===== src/pkg/sar_ctrl_regs.vh =====
// Constants of the dual-channel conversion controller
`ifndef SAR_CTRL_REGS_VH
`define SAR_CTRL_REGS_VH
`define SAR_CLK_MHZ 20
`define SAR_CONV_NS 800
`define SAR_CONV_CYC ((`SAR_CONV_NS * `SAR_CLK_MHZ + 999) / 1000)
`define SAR_ACQ_NS 450
`define SAR_ACQ_CYC ((`SAR_ACQ_NS * `SAR_CLK_MHZ + 999) / 1000)
`define SAR_SDO_BIT 0
`define SAR_SCK_BIT 1
`define SAR_RESULT_RST 16'h0000
`endif


===== src/rtl/sar_core.v =====
// One successive approximation channel converter
`timescale 1ns/1ps
module sar_core #(
  parameter WIDTH = 16,
  parameter CYCLES = 16
) (
  // Clock and reset
  input wire i_clk,
  input wire i_rst,
  // Control
  input wire i_start,
  input wire [WIDTH-1:0] i_sample,
  // Result
  output reg o_done,
  output reg [WIDTH-1:0] o_result
);
  reg [7:0] count;
  reg running;
  reg [WIDTH-1:0] held;

  // Count out the conversion time, then publish the held sample
  always @(posedge i_clk) begin
    if (i_rst) begin
      count <= 8'h00;
      running <= 1'b0;
      held <= {WIDTH{1'b0}};
      o_done <= 1'b0;
      o_result <= {WIDTH{1'b0}};
    end else begin
      o_done <= 1'b0;
      if (i_start && !running) begin
        running <= 1'b1;
        held <= i_sample;
        count <= 8'h00;
      end else if (running) begin
        if (count == CYCLES[7:0] - 8'h01) begin
          running <= 1'b0;
          o_done <= 1'b1;
          o_result <= held;
        end else begin
          count <= count + 8'h01;
        end
      end
    end
  end
endmodule


===== src/rtl/sar_ctrl.v =====
// Conversion control and output gating of the dual-channel converter
`timescale 1ns/1ps
`include "sar_ctrl_regs.vh"
module sar_ctrl #(
  parameter WIDTH = 16
) (
  // Clock and reset
  input wire i_clk,
  input wire i_rst,
  // Conversion control
  input wire i_convert_start_n,
  input wire i_power_down,
  input wire i_power_scaled,
  input wire i_input_pair_select,
  // Analog samples as digital codes
  input wire [WIDTH-1:0] i_channel_a_input1,
  input wire [WIDTH-1:0] i_channel_a_input2,
  input wire [WIDTH-1:0] i_channel_b_input1,
  input wire [WIDTH-1:0] i_channel_b_input2,
  // Output interface
  input wire i_cs_n,
  input wire i_rd_n,
  input wire i_chan_a_sel,
  input wire i_serial,
  input wire i_sclk,
  // Status and data
  output reg o_busy,
  output reg o_low_power,
  output reg o_pair_used,
  output reg [WIDTH-1:0] o_data,
  output reg [WIDTH-1:0] o_data_oe
);
  localparam ST_IDLE = 2'b00;
  localparam ST_CONV_A = 2'b01;
  localparam ST_CONV_B = 2'b10;
  localparam ST_ACQ = 2'b11;
  localparam integer CONV_CYC = `SAR_CONV_CYC;
  localparam integer ACQ_CYC = `SAR_ACQ_CYC;

  reg [1:0] state;
  reg [1:0] next_state;
  reg start_q;
  reg [7:0] acq_count;
  reg [WIDTH-1:0] samp_a;
  reg [WIDTH-1:0] samp_b;
  reg [WIDTH-1:0] res_a;
  reg [WIDTH-1:0] res_b;
  reg [2*WIDTH-1:0] shreg;
  reg [5:0] bits_left;
  reg sclk_q;
  reg kick_a;
  reg kick_b;
  wire start_fall;
  wire auto_start;
  wire go;
  wire core_start_a;
  wire core_start_b;
  wire done_a;
  wire done_b;
  wire [WIDTH-1:0] core_a;
  wire [WIDTH-1:0] core_b;
  wire enabled;
  wire [WIDTH-1:0] sel_word;

  // Start falling edge; strobes of the output side play no part
  assign start_fall = start_q && !i_convert_start_n;
  // Self restart only in power-scaled mode after the acquisition time
  assign auto_start = i_power_scaled && !i_convert_start_n && state == ST_ACQ &&
                      acq_count == ACQ_CYC[7:0] - 8'h01;
  assign go = (state == ST_IDLE || state == ST_ACQ) && (start_fall || auto_start) && !i_power_down;
  // One-cycle kicks; a level start would relaunch a core after its done pulse
  assign core_start_a = kick_a;
  assign core_start_b = kick_b;
  // Outputs are enabled only with both strobes low and reset released
  assign enabled = !i_cs_n && !i_rd_n && !i_rst;
  assign sel_word = i_chan_a_sel ? res_a : res_b;

  // Channel converters share one sequencer, A strictly first
  sar_core #(.WIDTH(WIDTH), .CYCLES(CONV_CYC)) u_core_a (
    .i_clk(i_clk),
    .i_rst(i_rst),
    .i_start(core_start_a),
    .i_sample(samp_a),
    .o_done(done_a),
    .o_result(core_a)
  );
  sar_core #(.WIDTH(WIDTH), .CYCLES(CONV_CYC)) u_core_b (
    .i_clk(i_clk),
    .i_rst(i_rst),
    .i_start(core_start_b),
    .i_sample(samp_b),
    .o_done(done_b),
    .o_result(core_b)
  );

  // Sequencer next state; once running only completion moves it on
  always @* begin
    next_state = state;
    case (state)
      ST_IDLE: begin
        if (go) begin
          next_state = ST_CONV_A;
        end
      end
      ST_CONV_A: begin
        if (done_a) begin
          next_state = ST_CONV_B;
        end
      end
      ST_CONV_B: begin
        if (done_b) begin
          next_state = ST_ACQ;
        end
      end
      ST_ACQ: begin
        if (go) begin
          next_state = ST_CONV_A;
        end
      end
      default: begin
        next_state = ST_IDLE;
      end
    endcase
  end

  // Sequencer, sampling, busy and power state
  always @(posedge i_clk) begin
    if (i_rst) begin
      state <= ST_IDLE;
      start_q <= 1'b1;
      acq_count <= 8'h00;
      samp_a <= `SAR_RESULT_RST;
      samp_b <= `SAR_RESULT_RST;
      res_a <= `SAR_RESULT_RST;
      res_b <= `SAR_RESULT_RST;
      o_busy <= 1'b0;
      o_low_power <= 1'b0;
      o_pair_used <= 1'b0;
      kick_a <= 1'b0;
      kick_b <= 1'b0;
    end else begin
      state <= next_state;
      start_q <= i_convert_start_n;
      // A starts with the accepted start, B only once A is done
      kick_a <= go;
      kick_b <= done_a && state == ST_CONV_A;
      if (state == ST_ACQ && acq_count != ACQ_CYC[7:0] - 8'h01) begin
        acq_count <= acq_count + 8'h01;
      end else if (state != ST_ACQ) begin
        acq_count <= 8'h00;
      end
      if (go) begin
        // Both inputs of the chosen pair are held at the same edge
        samp_a <= i_input_pair_select ? i_channel_a_input2 : i_channel_a_input1;
        samp_b <= i_input_pair_select ? i_channel_b_input2 : i_channel_b_input1;
        o_pair_used <= i_input_pair_select;
        o_busy <= 1'b1;
        o_low_power <= 1'b0;
      end else if (done_b) begin
        o_busy <= 1'b0;
        o_low_power <= i_power_scaled || i_power_down;
      end else if (state == ST_IDLE || state == ST_ACQ) begin
        o_low_power <= i_power_scaled || i_power_down;
      end
      // Serial word updates only when both channels are done
      if (done_a && i_serial == 1'b0) begin
        res_a <= core_a;
      end
      if (done_b) begin
        res_a <= core_a;
        res_b <= core_b;
      end
    end
  end

  // Output driver; serial drives only the SDO bus pin, independent of power state
  always @(posedge i_clk) begin
    if (i_rst) begin
      shreg <= {2*WIDTH{1'b0}};
      bits_left <= 6'h00;
      sclk_q <= 1'b0;
      o_data <= {WIDTH{1'b0}};
      o_data_oe <= {WIDTH{1'b0}};
    end else begin
      sclk_q <= i_sclk;
      if (!enabled) begin
        o_data_oe <= {WIDTH{1'b0}};
        bits_left <= 6'h00;
      end else if (!i_serial) begin
        o_data <= sel_word;
        o_data_oe <= {WIDTH{1'b1}};
      end else begin
        o_data_oe <= {WIDTH{1'b0}};
        o_data_oe[`SAR_SDO_BIT] <= 1'b1;
        o_data[`SAR_SCK_BIT] <= 1'b0;
        if (bits_left == 6'h00 && !o_busy) begin
          // First channel chosen by select
          shreg <= i_chan_a_sel ? {res_a, res_b} : {res_b, res_a};
          bits_left <= 6'h20;
          o_data[`SAR_SDO_BIT] <= i_chan_a_sel ? res_a[WIDTH-1] : res_b[WIDTH-1];
        end else if (bits_left != 6'h00 && sclk_q && !i_sclk) begin
          shreg <= {shreg[2*WIDTH-2:0], 1'b0};
          o_data[`SAR_SDO_BIT] <= shreg[2*WIDTH-2];
          bits_left <= bits_left - 6'h01;
        end
      end
    end
  end
endmodule


===== config.mk =====
export PLATFORM = sky130hd
export DESIGN_NAME = sar_ctrl
export DESIGN_NICKNAME = d
export VERILOG_FILES = /design/src/rtl/sar_core.v /design/src/rtl/sar_ctrl.v
export VERILOG_INCLUDE_DIRS = /design/src /design/src/pkg
export SDC_FILE = /design/constraint.sdc
export NUM_CORES = 1
export LEC_CHECK = 0
export BUFFER_PORTS_ARGS = -buffer_cell sky130_fd_sc_hd__clkbuf_2
export CORE_MARGIN = 4
export CORE_UTILIZATION = 52
export DETAILED_ROUTE_END_ITERATION = 16
export GPL_ROUTABILITY_DRIVEN = 0
export GPL_TIMING_DRIVEN = 1
export PLACE_DENSITY = 0.74
export RECOVER_POWER = 100
export SLEW_MARGIN = 20
export SYNTH_ARGS = -nofsm -noshare
export SYNTH_HDL_FRONTEND = slang
export SYNTH_SLANG_ARGS = --single-unit
export TNS_END_PERCENT = 50

===== constraint.sdc =====
create_clock -name i_clk -period 1.9 [get_ports i_clk]
set_input_delay 0.19 -clock i_clk [delete_from_list [all_inputs] [get_ports i_clk]]
set_output_delay 0.19 -clock i_clk [all_outputs]
set_load 0.005 [all_outputs]

Word level (Yosys, flattened, before mapping)
Cells that the tools add are included.
{"block": "op_classes", "reduce_logical": 52, "add_sub_neg": 4, "mux": 33, "bitwise": 8, "eq_ne": 12}
{"op": "$mux W16", "n": 6}
{"op": "$mux W31", "n": 3}
{"op": "$add A8 B1 Y8 const B", "n": 3}
{"op": "$eq A8 B4 Y1 const B", "n": 3}
{"op": "$logic_and A1 B1 Y1", "n": 16}
{"op": "$mux W8", "n": 2}
{"op": "$mux W1", "n": 15}
{"op": "$mux W6", "n": 2}
{"op": "$reduce_and A3 Y1", "n": 4}
{"op": "$reduce_and A2 Y1", "n": 5}
{"op": "$reduce_bool A2 Y1", "n": 5}
{"op": "$reduce_or A2 Y1", "n": 5}
{"op": "$logic_not A1 Y1", "n": 9}
{"op": "$mux W2", "n": 4}
{"op": "$ne A8 B4 Y1 const B", "n": 1}
{"op": "$not A1 Y1", "n": 8}
{"op": "$logic_not A6 Y1", "n": 1}
{"op": "$ne A2 B1 Y1 const B", "n": 3}
{"op": "$pmux W2 S3", "n": 1}
{"op": "$reduce_bool A6 Y1", "n": 1}
{"op": "$reduce_or A3 Y1", "n": 2}
{"op": "$sub A6 B1 Y6 const B", "n": 1}
{"op": "$eq A2 B2 Y1 const B", "n": 2}
{"op": "$logic_or A1 B1 Y1", "n": 3}
{"op": "4 further kinds", "n": 4}
{"block": "totals", "input_bits": 75, "reg_bits": 234, "out_inout_bits": 35, "elab_cells": 138}

Depth between registers and ports, before layout
Gate-level depths: netlist of run 1.
{"block": "logic_depth", "word_depth": 9, "mapped_depth": 9, "depth_no_buf": 7}

Modules after synthesis
A second synthesis of run 1 with hierarchy kept.
{"block": "unflattened", "cells_unflattened": 1061, "hier_area_um2": 9611.7}
{"mod": "sar_ctrl", "area_per_inst_um2": 6168.4, "cells_each": 663, "instances": 1, "seq_area_each_um2": 2722.6}
{"mod": "sar_core", "area_per_inst_um2": 1721.7, "cells_each": 199, "instances": 2, "seq_area_each_um2": 840.8}

Least setup slack after synthesis of run 1
OpenSTA, ideal clock, no wires.
{"block": "synth_timing", "path_type": "register to register", "start": "register acq_count[0]", "end": "register state[1]", "period_less_slack_ps": 1866, "path_stages_with_launch": 8, "slack_ps": 34, "setup_time_ps": 132, "t_arrival_ps": 1733, "n_path_buf": 0, "t_required_ps": 1768, "path_cell_list": "dfxtp_1 inv_1 ha_1 nor4b_2 a41oi_1 or4b_2 o21ai_1 a21oi_1"}
{"block": "synth_via", "elab_chain_cells": 7}
{"element": "start, declared", "line_no": "sar_ctrl.v:43", "rtl": "reg [7:0] acq_count;"}
{"element": "start signal, assigned", "line_no": "sar_ctrl.v:148", "rtl": "acq_count <= acq_count + 8'h01;"}
{"element": "$eq A8 B4 Y1", "line_no": "sar_ctrl.v:69", "rtl": "acq_count == ACQ_CYC[7:0] - 8'h01;"}
{"element": "$logic_and A1 B1 Y1", "line_no": "sar_ctrl.v:68", "rtl": "assign auto_start = i_power_scaled && !i_convert_start_n && state == ST_ACQ &&"}
{"element": "$logic_or A1 B1 Y1", "line_no": "sar_ctrl.v:70", "rtl": "assign go = (state == ST_IDLE || state == ST_ACQ) && (start_fall || auto_start) && !i_power_down;"}
{"element": "$logic_and A1 B1 Y1 (2 in series)", "line_no": "sar_ctrl.v:70"}
{"element": "$ne A2 B1 Y1 (no source line)"}
{"element": "$reduce_and A3 Y1 (no source line)"}
{"element": "end signal, assigned", "line_no": "sar_ctrl.v:142", "rtl": "state <= next_state;"}
{"element": "end, declared", "line_no": "sar_ctrl.v:40", "rtl": "reg [1:0] state;"}
No other way between the ends.
A chain may end at the register's enable or synchronous reset.

Worst setup path after layout of run 1
{"block": "layout_timing", "start": "register acq_count[0]", "end": "register samp_b[3]"}
{"block": "layout_via", "elab_chain_cells": 5}
{"element": "$eq A8 B4 Y1", "line_no": "sar_ctrl.v:69"}
{"element": "$logic_and A1 B1 Y1", "line_no": "sar_ctrl.v:68"}
{"element": "$logic_or A1 B1 Y1", "line_no": "sar_ctrl.v:70"}
{"element": "$logic_and A1 B1 Y1 (2 in series)", "line_no": "sar_ctrl.v:70"}
{"element": "end signal, assigned", "line_no": "sar_ctrl.v:133", "rtl": "samp_b <= `SAR_RESULT_RST;"}
{"element": "end signal, assigned", "line_no": "sar_ctrl.v:155", "rtl": "samp_b <= i_input_pair_select ? i_channel_b_input2 : i_channel_b_input1;"}
{"element": "end, declared", "line_no": "sar_ctrl.v:45", "rtl": "reg [WIDTH-1:0] samp_b;"}
No other way between the ends.

==> results of run 1 <==
synth_stat cells, types with 2 or more instances:
| cell type | instances |
|---|---|
| a211oi_1 | 39 |
| xor2_1 | 13 |
| xnor2_1 | 8 |
| o31ai_1 | 2 |
| buf_4 | 20 |
| dfxtp_1 | 220 |
| or3_1 | 2 |
| o211ai_1 | 31 |
| buf_2 | 22 |
| ha_1 | 8 |
| inv_1 | 12 |
| a211oi_2 | 10 |
| o21ai_0 | 2 |
| nor3_1 | 9 |
| or2_2 | 3 |
| a21oi_1 | 91 |
| mux2i_1 | 114 |
| nand3_1 | 10 |
| nand2_1 | 173 |
| nor4_1 | 3 |
| nand2b_1 | 6 |
| nor4b_2 | 2 |
| a41oi_1 | 2 |
| buf_1 | 4 |
| clkbuf_1 | 41 |
| and3_1 | 4 |
| nand4_1 | 4 |
| nor2b_1 | 6 |
| mux2_2 | 2 |
| nor2_1 | 133 |
routing by layer:
| metal | part of all wire, % | routed length, um | track usage, % |
|---|---|---|---|
| met5 | 0 | 0 | 0 |
| met4 | 2.1 | 416 | 5.048 |
| met3 | 5.5 | 1073 | 2.834 |
| met2 | 44 | 8513 | 27.77 |
| met1 | 49 | 9451 | 26.23 |
worst max-delay path, stage by stage (launching register included):
cell and delay [ns]:
dfxtp_2 0.33, inv_2 0.08, ha_4 0.12, nor4b_4 0.20
a41oi_2 0.21, nor4b_4 0.35, buf_12 0.18, buf_12 0.14
buf_8 0.14, nor2_4 0.04, a211oi_2 0.13
where the power goes:
part | switching, uW | internal (uW)
Sequential | 141 | 4810
Combinational | 834 | 842
Clock | 1720 | 2530
area by class of cell:
cell class	count	area [um2]	area share, %
clock buffers	33	623.1	5.582
clock inverters	5	77.57	0.6950
inverters	12	45.04	0.4035
multi-input cells	698	4394	39.37
flip-flops and latches	220	4409	39.50
well taps	225	281.5	2.522
repair buffers	173	1331	11.93
cell usage in the layout (no fill, tap or decap), drive strengths merged, types with 2 or more instances in the layout:
| cell type | synthesis | final |
|---|---|---|
| a211oi | 49 | 49 |
| a21oi | 92 | 92 |
| a41oi | 2 | 2 |
| and3 | 4 | 4 |
| buf | 47 | 55 |
| bufinv | 0 | 2 |
| clkbuf | 41 | 146 |
| clkinv | 0 | 2 |
| dfxtp | 220 | 220 |
| dlygate4sd3 | 0 | 5 |
| ha | 8 | 8 |
| inv | 12 | 12 |
| mux2 | 2 | 2 |
| mux2i | 114 | 114 |
| nand2 | 173 | 173 |
| nand2b | 6 | 6 |
| nand3 | 10 | 10 |
| nand4 | 4 | 4 |
| nor2 | 133 | 133 |
| nor2b | 6 | 6 |
| nor3 | 9 | 9 |
| nor3b | 2 | 2 |
| nor4 | 3 | 3 |
| nor4b | 2 | 2 |
| o211ai | 31 | 31 |
| o21ai | 3 | 3 |
| o31ai | 2 | 2 |
| or2 | 3 | 3 |
| or3 | 2 | 2 |
| xnor2 | 8 | 8 |
| xor2 | 13 | 13 |
flip-flops by register name, summed over array words and instances (netlist names), 2 cells and up:
signal             flops
samp_a                16
bits_left              6
u_core_b.count         8
res_b                 16
u_core_a.o_result     16
o_data                16
u_core_b.o_result     16
res_a                 16
o_data_oe              2
state                  2
u_core_a.count         8
u_core_a.held         16
shreg                 31
acq_count              8
u_core_b.held         16
samp_b                16
cells by family after synthesis:
group	share of synthesized area, %
mux	12.76
simple gates	16.72
buf+inv	5.325
compound gates	13.77
xor+xnor	2.018
flops	48.31
fa+ha+maj	1.098
stage by stage:
step | util [%] | std cells | hold WS (ns) | TNS (ns) | setup slack, ns
floorplan | - | 1018 | 0.2966 | 0 | 0.03435
global placement | 57.95 | 1308 | 0.4370 | -1.143 | -0.1091
detailed placement | 57.95 | 1308 | 0.4437 | -3.122 | -0.1721
CTS | 62.54 | 1353 | 0.006144 | -1.055 | -0.07454
global route | 64.76 | 1366 | 0.03092 | -5.803 | -0.2038
finish | 64.76 | 1366 | 0.02048 | -2.207 | -0.1142
worst max-delay path by stage:
stage                                        end                      start  slack [ns]  depth (start not counted)
after floorplan            state[1]$_SDFFE_PP0P_  acq_count[0]$_SDFFE_PP0P_        0.03                          7
after global placement     state[1]$_SDFFE_PP0P_  acq_count[0]$_SDFFE_PP0P_       -0.11                          7
after detailed placement   state[1]$_SDFFE_PP0P_  acq_count[0]$_SDFFE_PP0P_       -0.17                          7
after CTS                 samp_a[8]$_SDFFE_PP0P_  acq_count[0]$_SDFFE_PP0P_       -0.07                          9
after global routing      samp_b[9]$_SDFFE_PP0P_  acq_count[0]$_SDFFE_PP0P_       -0.20                         10
final                     samp_b[3]$_SDFFE_PP0P_  acq_count[0]$_SDFFE_PP0P_       -0.11                         10
repair_timing:
action                     4_1_cts  5_1_grt
cloned                           0        5
hold endpoints to repair         3        0
hold buffers                     5        0
setup endpoints to repair       37       69
pin swaps                        1       32
setup buffers                    2        8
resized for setup                6       53
==> results, run 1 <==
- After detailed routing, the average wire length per cell comes to ~14 um.
- Of the available clock period, the critical path in the final layout requires 106.0%.
- The maximum count of clock buffers along a single path is 3.
- The height of the chip is around 140 um.
- Summed over its instances, the top area cell type makes up around half of the synthesized netlist area.
- The number of hold violations in the final report is 0.
- Global routing used between 15 and 20% of the available tracks.
- The worst register-to-register path has a depth of 10.
- STA puts the critical path data required time at 2.32 ns.
- The area growth from synthesis to layout is 22.44%.
- The clock tree root driver cell is clkbuf_16.
- The minimum setup slack in the final design is -0.1142 ns.
- The leakage power is approximately 0.0047 uW.
- The setup check on the worst reg-to-reg path leaves a slack of -0.11 ns.
- After synthesis, flip-flops and latches occupy between 40% and 50% of the total area.
- The number of global-route vias before repair is about 6300.
- The synthesized design spends more area on one cell type than any other, namely dfxtp_1.
- Timing would allow up to ~0.50 GHz.
- During synthesis, Yosys emitted a total of 0 warnings.
- Summed over all layers, the global routing overflow is 0.
- Input and output buffers added on the ports amount to 109.
- The final layout net count is between 1000 and 1500.
- The initial antenna violation count is 0.
- 0 antenna diodes ended up in the layout.
- For this block, the initial DRC count from the detailed router was between 500 and 600.
- The type of the worst setup path is reg2reg.
- The path class of the tightest hold or removal check is in2reg.
- Counting flops with an async set or reset pin after synthesis yields a share of 0%.
- In this run, synthesis produced a sequential element count of 220.
- During I/O placement, the number of pins put on the boundary was 110.
- The peak supply drop is approximately 700 uV.
- The number of enable-type register cells in the synthesized netlist is 0.
- The floorplan die width is approximately 140 um.
- Overall power consumption after layout is estimated at approximately 11000 uW.
- The final reports fail on setup timing.
- The final design instance area without fill is roughly 11000 um2.
- The synthesized area divided by synthesized cell count is between 8 and 9 um2.
- The flow ran to the end, but the final reports show violations.
- TritonCTS built the clock tree.
- The synthesized area is between 9000 and 10000 um2.
- The worst hold path was traced through 3 stages.
- The max-slew violation total from the final report is 0.
- The starting utilization of the core area is between 50% and 60%.
- The total placed instance area is roughly 10000 um2.
- The sink count of the clock tree is 220.
- The number of H-tree levels is 1.
- The fraction of final layout cells sized beyond drive strength 1 is ~22%.
- The pin count of the biggest net entering global routing is around 190.
- The first detailed-routing pass ran for 7 iterations.
- The tool flagged a number of max-cap violations equal to 0.
- Measured against its own limit, the worst slew margin works out to 27.25%.
- After floorplanning, the core was divided into 48 placement rows.
- The total half-perimeter wirelength after legalization and detailed placement is roughly 12000 um.
- The worst-skew pair later-pin latency is about 0.5 ns.
- Summed over all layers, the routed wires come to roughly 19000 um.
- The worst min-delay path endpoint is samp_b[10]$_SDFFE_PP0P_.
- After clock tree synthesis, the clock-pin slew on the worst setup and hold paths is around 0.060 ns.
- In this run the critical register-to-register path is captured at samp_b[3]$_SDFFE_PP0P_.
- In this run the critical register-to-register path is launched from acq_count[0]$_SDFFE_PP0P_.
- The nature of the critical path startpoint is a flip-flop.
- The overall die area is ~20000 um2.
- The number of nets with antenna violations after detailed routing is 0.
- The placeable core region is 17240 um2.
- The overall via count from detail_route is between 7000 and 8000.
- After detailed routing, the number of vias per cell comes to 5.254.
- Yosys attributes the largest share of cell area to dfxtp_1 (48%), mux2i_1 (13%), nand2_1 (7.1%).
- Synthesis produced a netlist with a net count of approximately 1100.
- For this run, design rule violations remaining after detail routing come to 0.
- Setup violations remaining at the end of the flow were counted as 34.
- Setup repair after global routing could not meet its margin everywhere.
- At the pin with the least slew margin, the transition time is around 1.1 ns.
- The maximum fanout encountered on the critical timing path is 8.
- For this run, the leading register cell type out of synthesis is dfxtp_1.
- The worst hold path begins at i_channel_b_input1[10].
- The power per cell area is a little under 1000 nW/um2.
- The first global-routing pass estimated 30590 um of wire.
- The worst setup path is captured at a flip-flop.
- The number of buffers inserted during clock tree synthesis is 23.
- The smallest clock period supported by the final layout is computed as 2.014 ns.
- The total of fill cells in the finished design is around 1400.
- In this run, distinct cell masters in the synthesized netlist total 52.
- The clock skew after layout is between 0.009 and 0.01 ns.
- The cell count after synthesis is around 1000.
- The data arrival time of the worst path is about 2.4 ns.
Power figures use the tool's default switching activity.
==> run 2: changes to the inputs <==
--- a/config.mk
+++ b/config.mk
@@ -8,11 +8,11 @@
 export LEC_CHECK = 0
 export BUFFER_PORTS_ARGS = -buffer_cell sky130_fd_sc_hd__clkbuf_2
 export CORE_MARGIN = 4
-export CORE_UTILIZATION = 52
+export CORE_UTILIZATION = 55
 export DETAILED_ROUTE_END_ITERATION = 16
 export GPL_ROUTABILITY_DRIVEN = 0
 export GPL_TIMING_DRIVEN = 1
-export PLACE_DENSITY = 0.74
+export PLACE_DENSITY = 0.75
 export RECOVER_POWER = 100
 export SLEW_MARGIN = 20
 export SYNTH_ARGS = -nofsm -noshare
==> constraint.sdc (replaced) <==
create_clock -name i_clk -period 2.2 [get_ports i_clk]
set_input_delay 0.22 -clock i_clk [delete_from_list [all_inputs] [get_ports i_clk]]
set_output_delay 0.22 -clock i_clk [all_outputs]
set_load 0.005 [all_outputs]
==> run 2 against run 1 <==
Effect of this change:
- clock power down 7.3%
- critical path type unchanged
- via count shrank 2.9%
- sequential share of layout area rose by 2.3 points
- the run now ends clean
- first-iteration DRC count decreased by 23%
- core utilization increased by 0.81 points
- largest power group unchanged
==> results, run 2 (synthesized netlist as in run 1, its figures left out) <==
- The layout overhead on the synthesized area is 15.49%.
- After clock tree synthesis, the clock-pin slew on the worst setup and hold paths is ~0.06 ns.
- The aggregate global routing overflow is 0.
- In this run the deepest clock path goes through 3 buffers.
- Global routing consumed, over all layers together, roughly a fifth of the routing resources.
- The peak supply drop is just under 500 uV.
- The final clock period utilization by the worst path is a little over nine tenths.
- The average routed wire per standard cell is 14.10 um.
- The die is 136.7 um wide.
- The power per cell area is 884.5 nW/um2.
- For this run, design rule violations remaining after detail routing come to 0.
- The maximum achievable frequency is between 0.4 and 0.5 GHz.
- The final period demand of the worst path is around 2.1 ns.
- The sink count of the clock tree is between 200 and 250.
- The placeable core region is 16060 um2.
- The total iterations of the first detailed-routing run is 4.
- The most utilized layer in the global route result is met2.
- The flop-to-flop setup slack is around 0.10 ns.
- The number of H-tree levels is 1.
- In this run the core area contains 46 standard-cell rows.
- After detailed placement, the design holds a cell count of approximately 1300.
- The final instance count without filler cells is between 1000 and 1500.
- In the routed layout, each cell is associated on average with a via count of 5.282.
- For this design the top-level I/O count stands at 110.
- The count of endpoints failing setup in the final report is 0.
- The count of nets left with antenna violations once routing finished came out at 0.
- The overall power consumption is approximately 9300 uW.
- The clock skew after layout is approximately 0.016 ns.
- OpenSTA, run right after detailed placement, puts the worst setup slack at around 0.094 ns.
- Measured in cells, the most critical reg-to-reg path has a length of 8.
- The nature of the critical path startpoint is a flip-flop.
- TritonCTS built the clock tree.
- The number of max-cap violations is 0.
- The flow ran to the end, and the final reports show no timing, DRC or antenna violations.
- The tree is rooted in a clkbuf_16.
- The library cells used most frequently in the layout, excluding fill and tap cells, are dfxtp_1 (220), nand2_1 (173), nor2_1 (132).
- Of all nets on the critical path, the largest fanout is 17.
- The post-route setup TNS is 0 ns.
- Detailed routing inserted a total of 6972 vias.
- The max-slew violation total from the final report came to 0.
- For this run, global-route usage on met1 was measured as 28.33%.
- The height of the chip is 136.7 um.
- The minimum setup slack in the final design is 0.1021 ns.
- The type of the worst setup path is reg2reg.
- Setup repair after global routing left no endpoint under its margin.
- Input and output buffers added on the ports amount to between 100 and 150.
- The number of DRC violations after detailed-routing iteration 0 is between 400 and 500.
- The commonest non-fill, non-tap cell in the layout is dfxtp_1.
- The analysis attributes to cell leakage a power of around 0.0043 uW.
- The count of inserted antenna diode cells is 0.
- The overall die area is around 19000 um2.
- The total half-perimeter wirelength after legalization and detailed placement is 11950 um.
- The pin count of the biggest net entering global routing is around 190.
- The met2 capacity usage during global routing is 28.89%.
- Clock latency on the worst-skew pair, taken at its later pin, is slightly above 0.5 ns.
- The starting utilization of the core area is about 57%.
- The number of buffers inserted during clock tree synthesis is 23.
- The fraction of final layout cells sized beyond drive strength 1 is between 10% and 20%.
- The required time reported for the critical path endpoint is ~2.6 ns.
- In the final design database the tool counted 1171 nets.
- The first global-routing pass estimated around 30000 um of wire.
- Counting flops per register, the top entry is shreg.
- The capturing element type of the critical path is a flip-flop.
- The worst hold path belongs to the class in2reg.
- The number of hold violations in the final report is 0.
- The worst slew slack as a fraction of its limit is between 20% and 30%.
- Counting instances, the worst hold path has a depth of 2.
- The transition at the pin with the smallest max-transition slack is approximately 1.1 ns.
- Summed over all layers, the routed wires come to around 19000 um.
- The number of flip-flops under the largest register name is 31.
- The initial antenna violation count is 0.
- The data arrival time of the worst path is 2.50 ns.
- The number of global-route vias before repair came to 6195.
- The met3 usage is under 10%.
[run 2: cell types whose count changed in the layout (fill, tap and decap cells not counted), moves of 8 or more]
cell,previous run,this run
a211oi_1,31,39
a211oi_2,18,10
buf_4,31,9
buf_6,10,0
clkbuf_1,9,34
clkbuf_2,108,86
nor2_1,121,132
nor2_2,10,1
[run 2: worst paths after layout]
| path | startpoint | end |
|---|---|---|
| worst min-delay path | i_convert_start_n | start_q$_SDFF_PP1_ |
| worst max-delay path | acq_count[0]$_SDFFE_PP0P_ | samp_a[13]$_SDFFE_PP0P_ |
| worst max register to register | acq_count[0]$_SDFFE_PP0P_ | samp_a[13]$_SDFFE_PP0P_ |
| worst min register to register | shreg[0]$_SDFFE_PP0P_ | shreg[0]$_SDFFE_PP0P_ |
[run 2: critical path, stage by stage (launching register included)]
cell	delay [ns]
dfxtp_1	0.33
inv_2	0.07
ha_1	0.14
nor4b_4	0.21
a41oi_2	0.22
nor4b_4	0.42
clkbuf_16	0.25
nor2_1	0.06
a211oi_1	0.28
[run 2: final cells by class]
type	count	area, um2
clock inverter	6	87.58
fill	1335	5529
sequential	220	4404
clock buffer	35	700.7
timing repair buffer	133	770.7
tap	216	270.3
multi-input combinational	698	4250
inverter	12	45.04
[run 2: through the flow]
stage | utilization [%] | hold WS [ns] | area (um2)
floorplan | - | 0.3266 | 9116
global placement | 60.37 | 0.4380 | 9694
detailed placement | 60.37 | 0.4459 | 9694
CTS | 65.34 | 0.0004492 | 10490
global route | 65.57 | 0.006107 | 10530
finish | 65.57 | 0.01559 | 10530
[run 2: layer usage]
layer,up-vias,wire [um]
met5,-,0
met4,0,344
met3,28,1078
met2,174,7936
met1,3158,9257
li1,3612,-
[run 2: repair_timing]
| item | in CTS | in global routing |
|---|---|---|
| endpoints found under the hold margin | 1 | 0 |
| resized for setup | 0 | 9 |
| hold buffers | 1 | 0 |
| setup endpoints to repair | 0 | 40 |
| setup buffers | 0 | 2 |
[run 2: power by group]
group          total [uW]  internal (uW)  switching (uW)
Sequential           4260           4160             109
Clock                3940           2430            1510
Combinational        1110            481             629
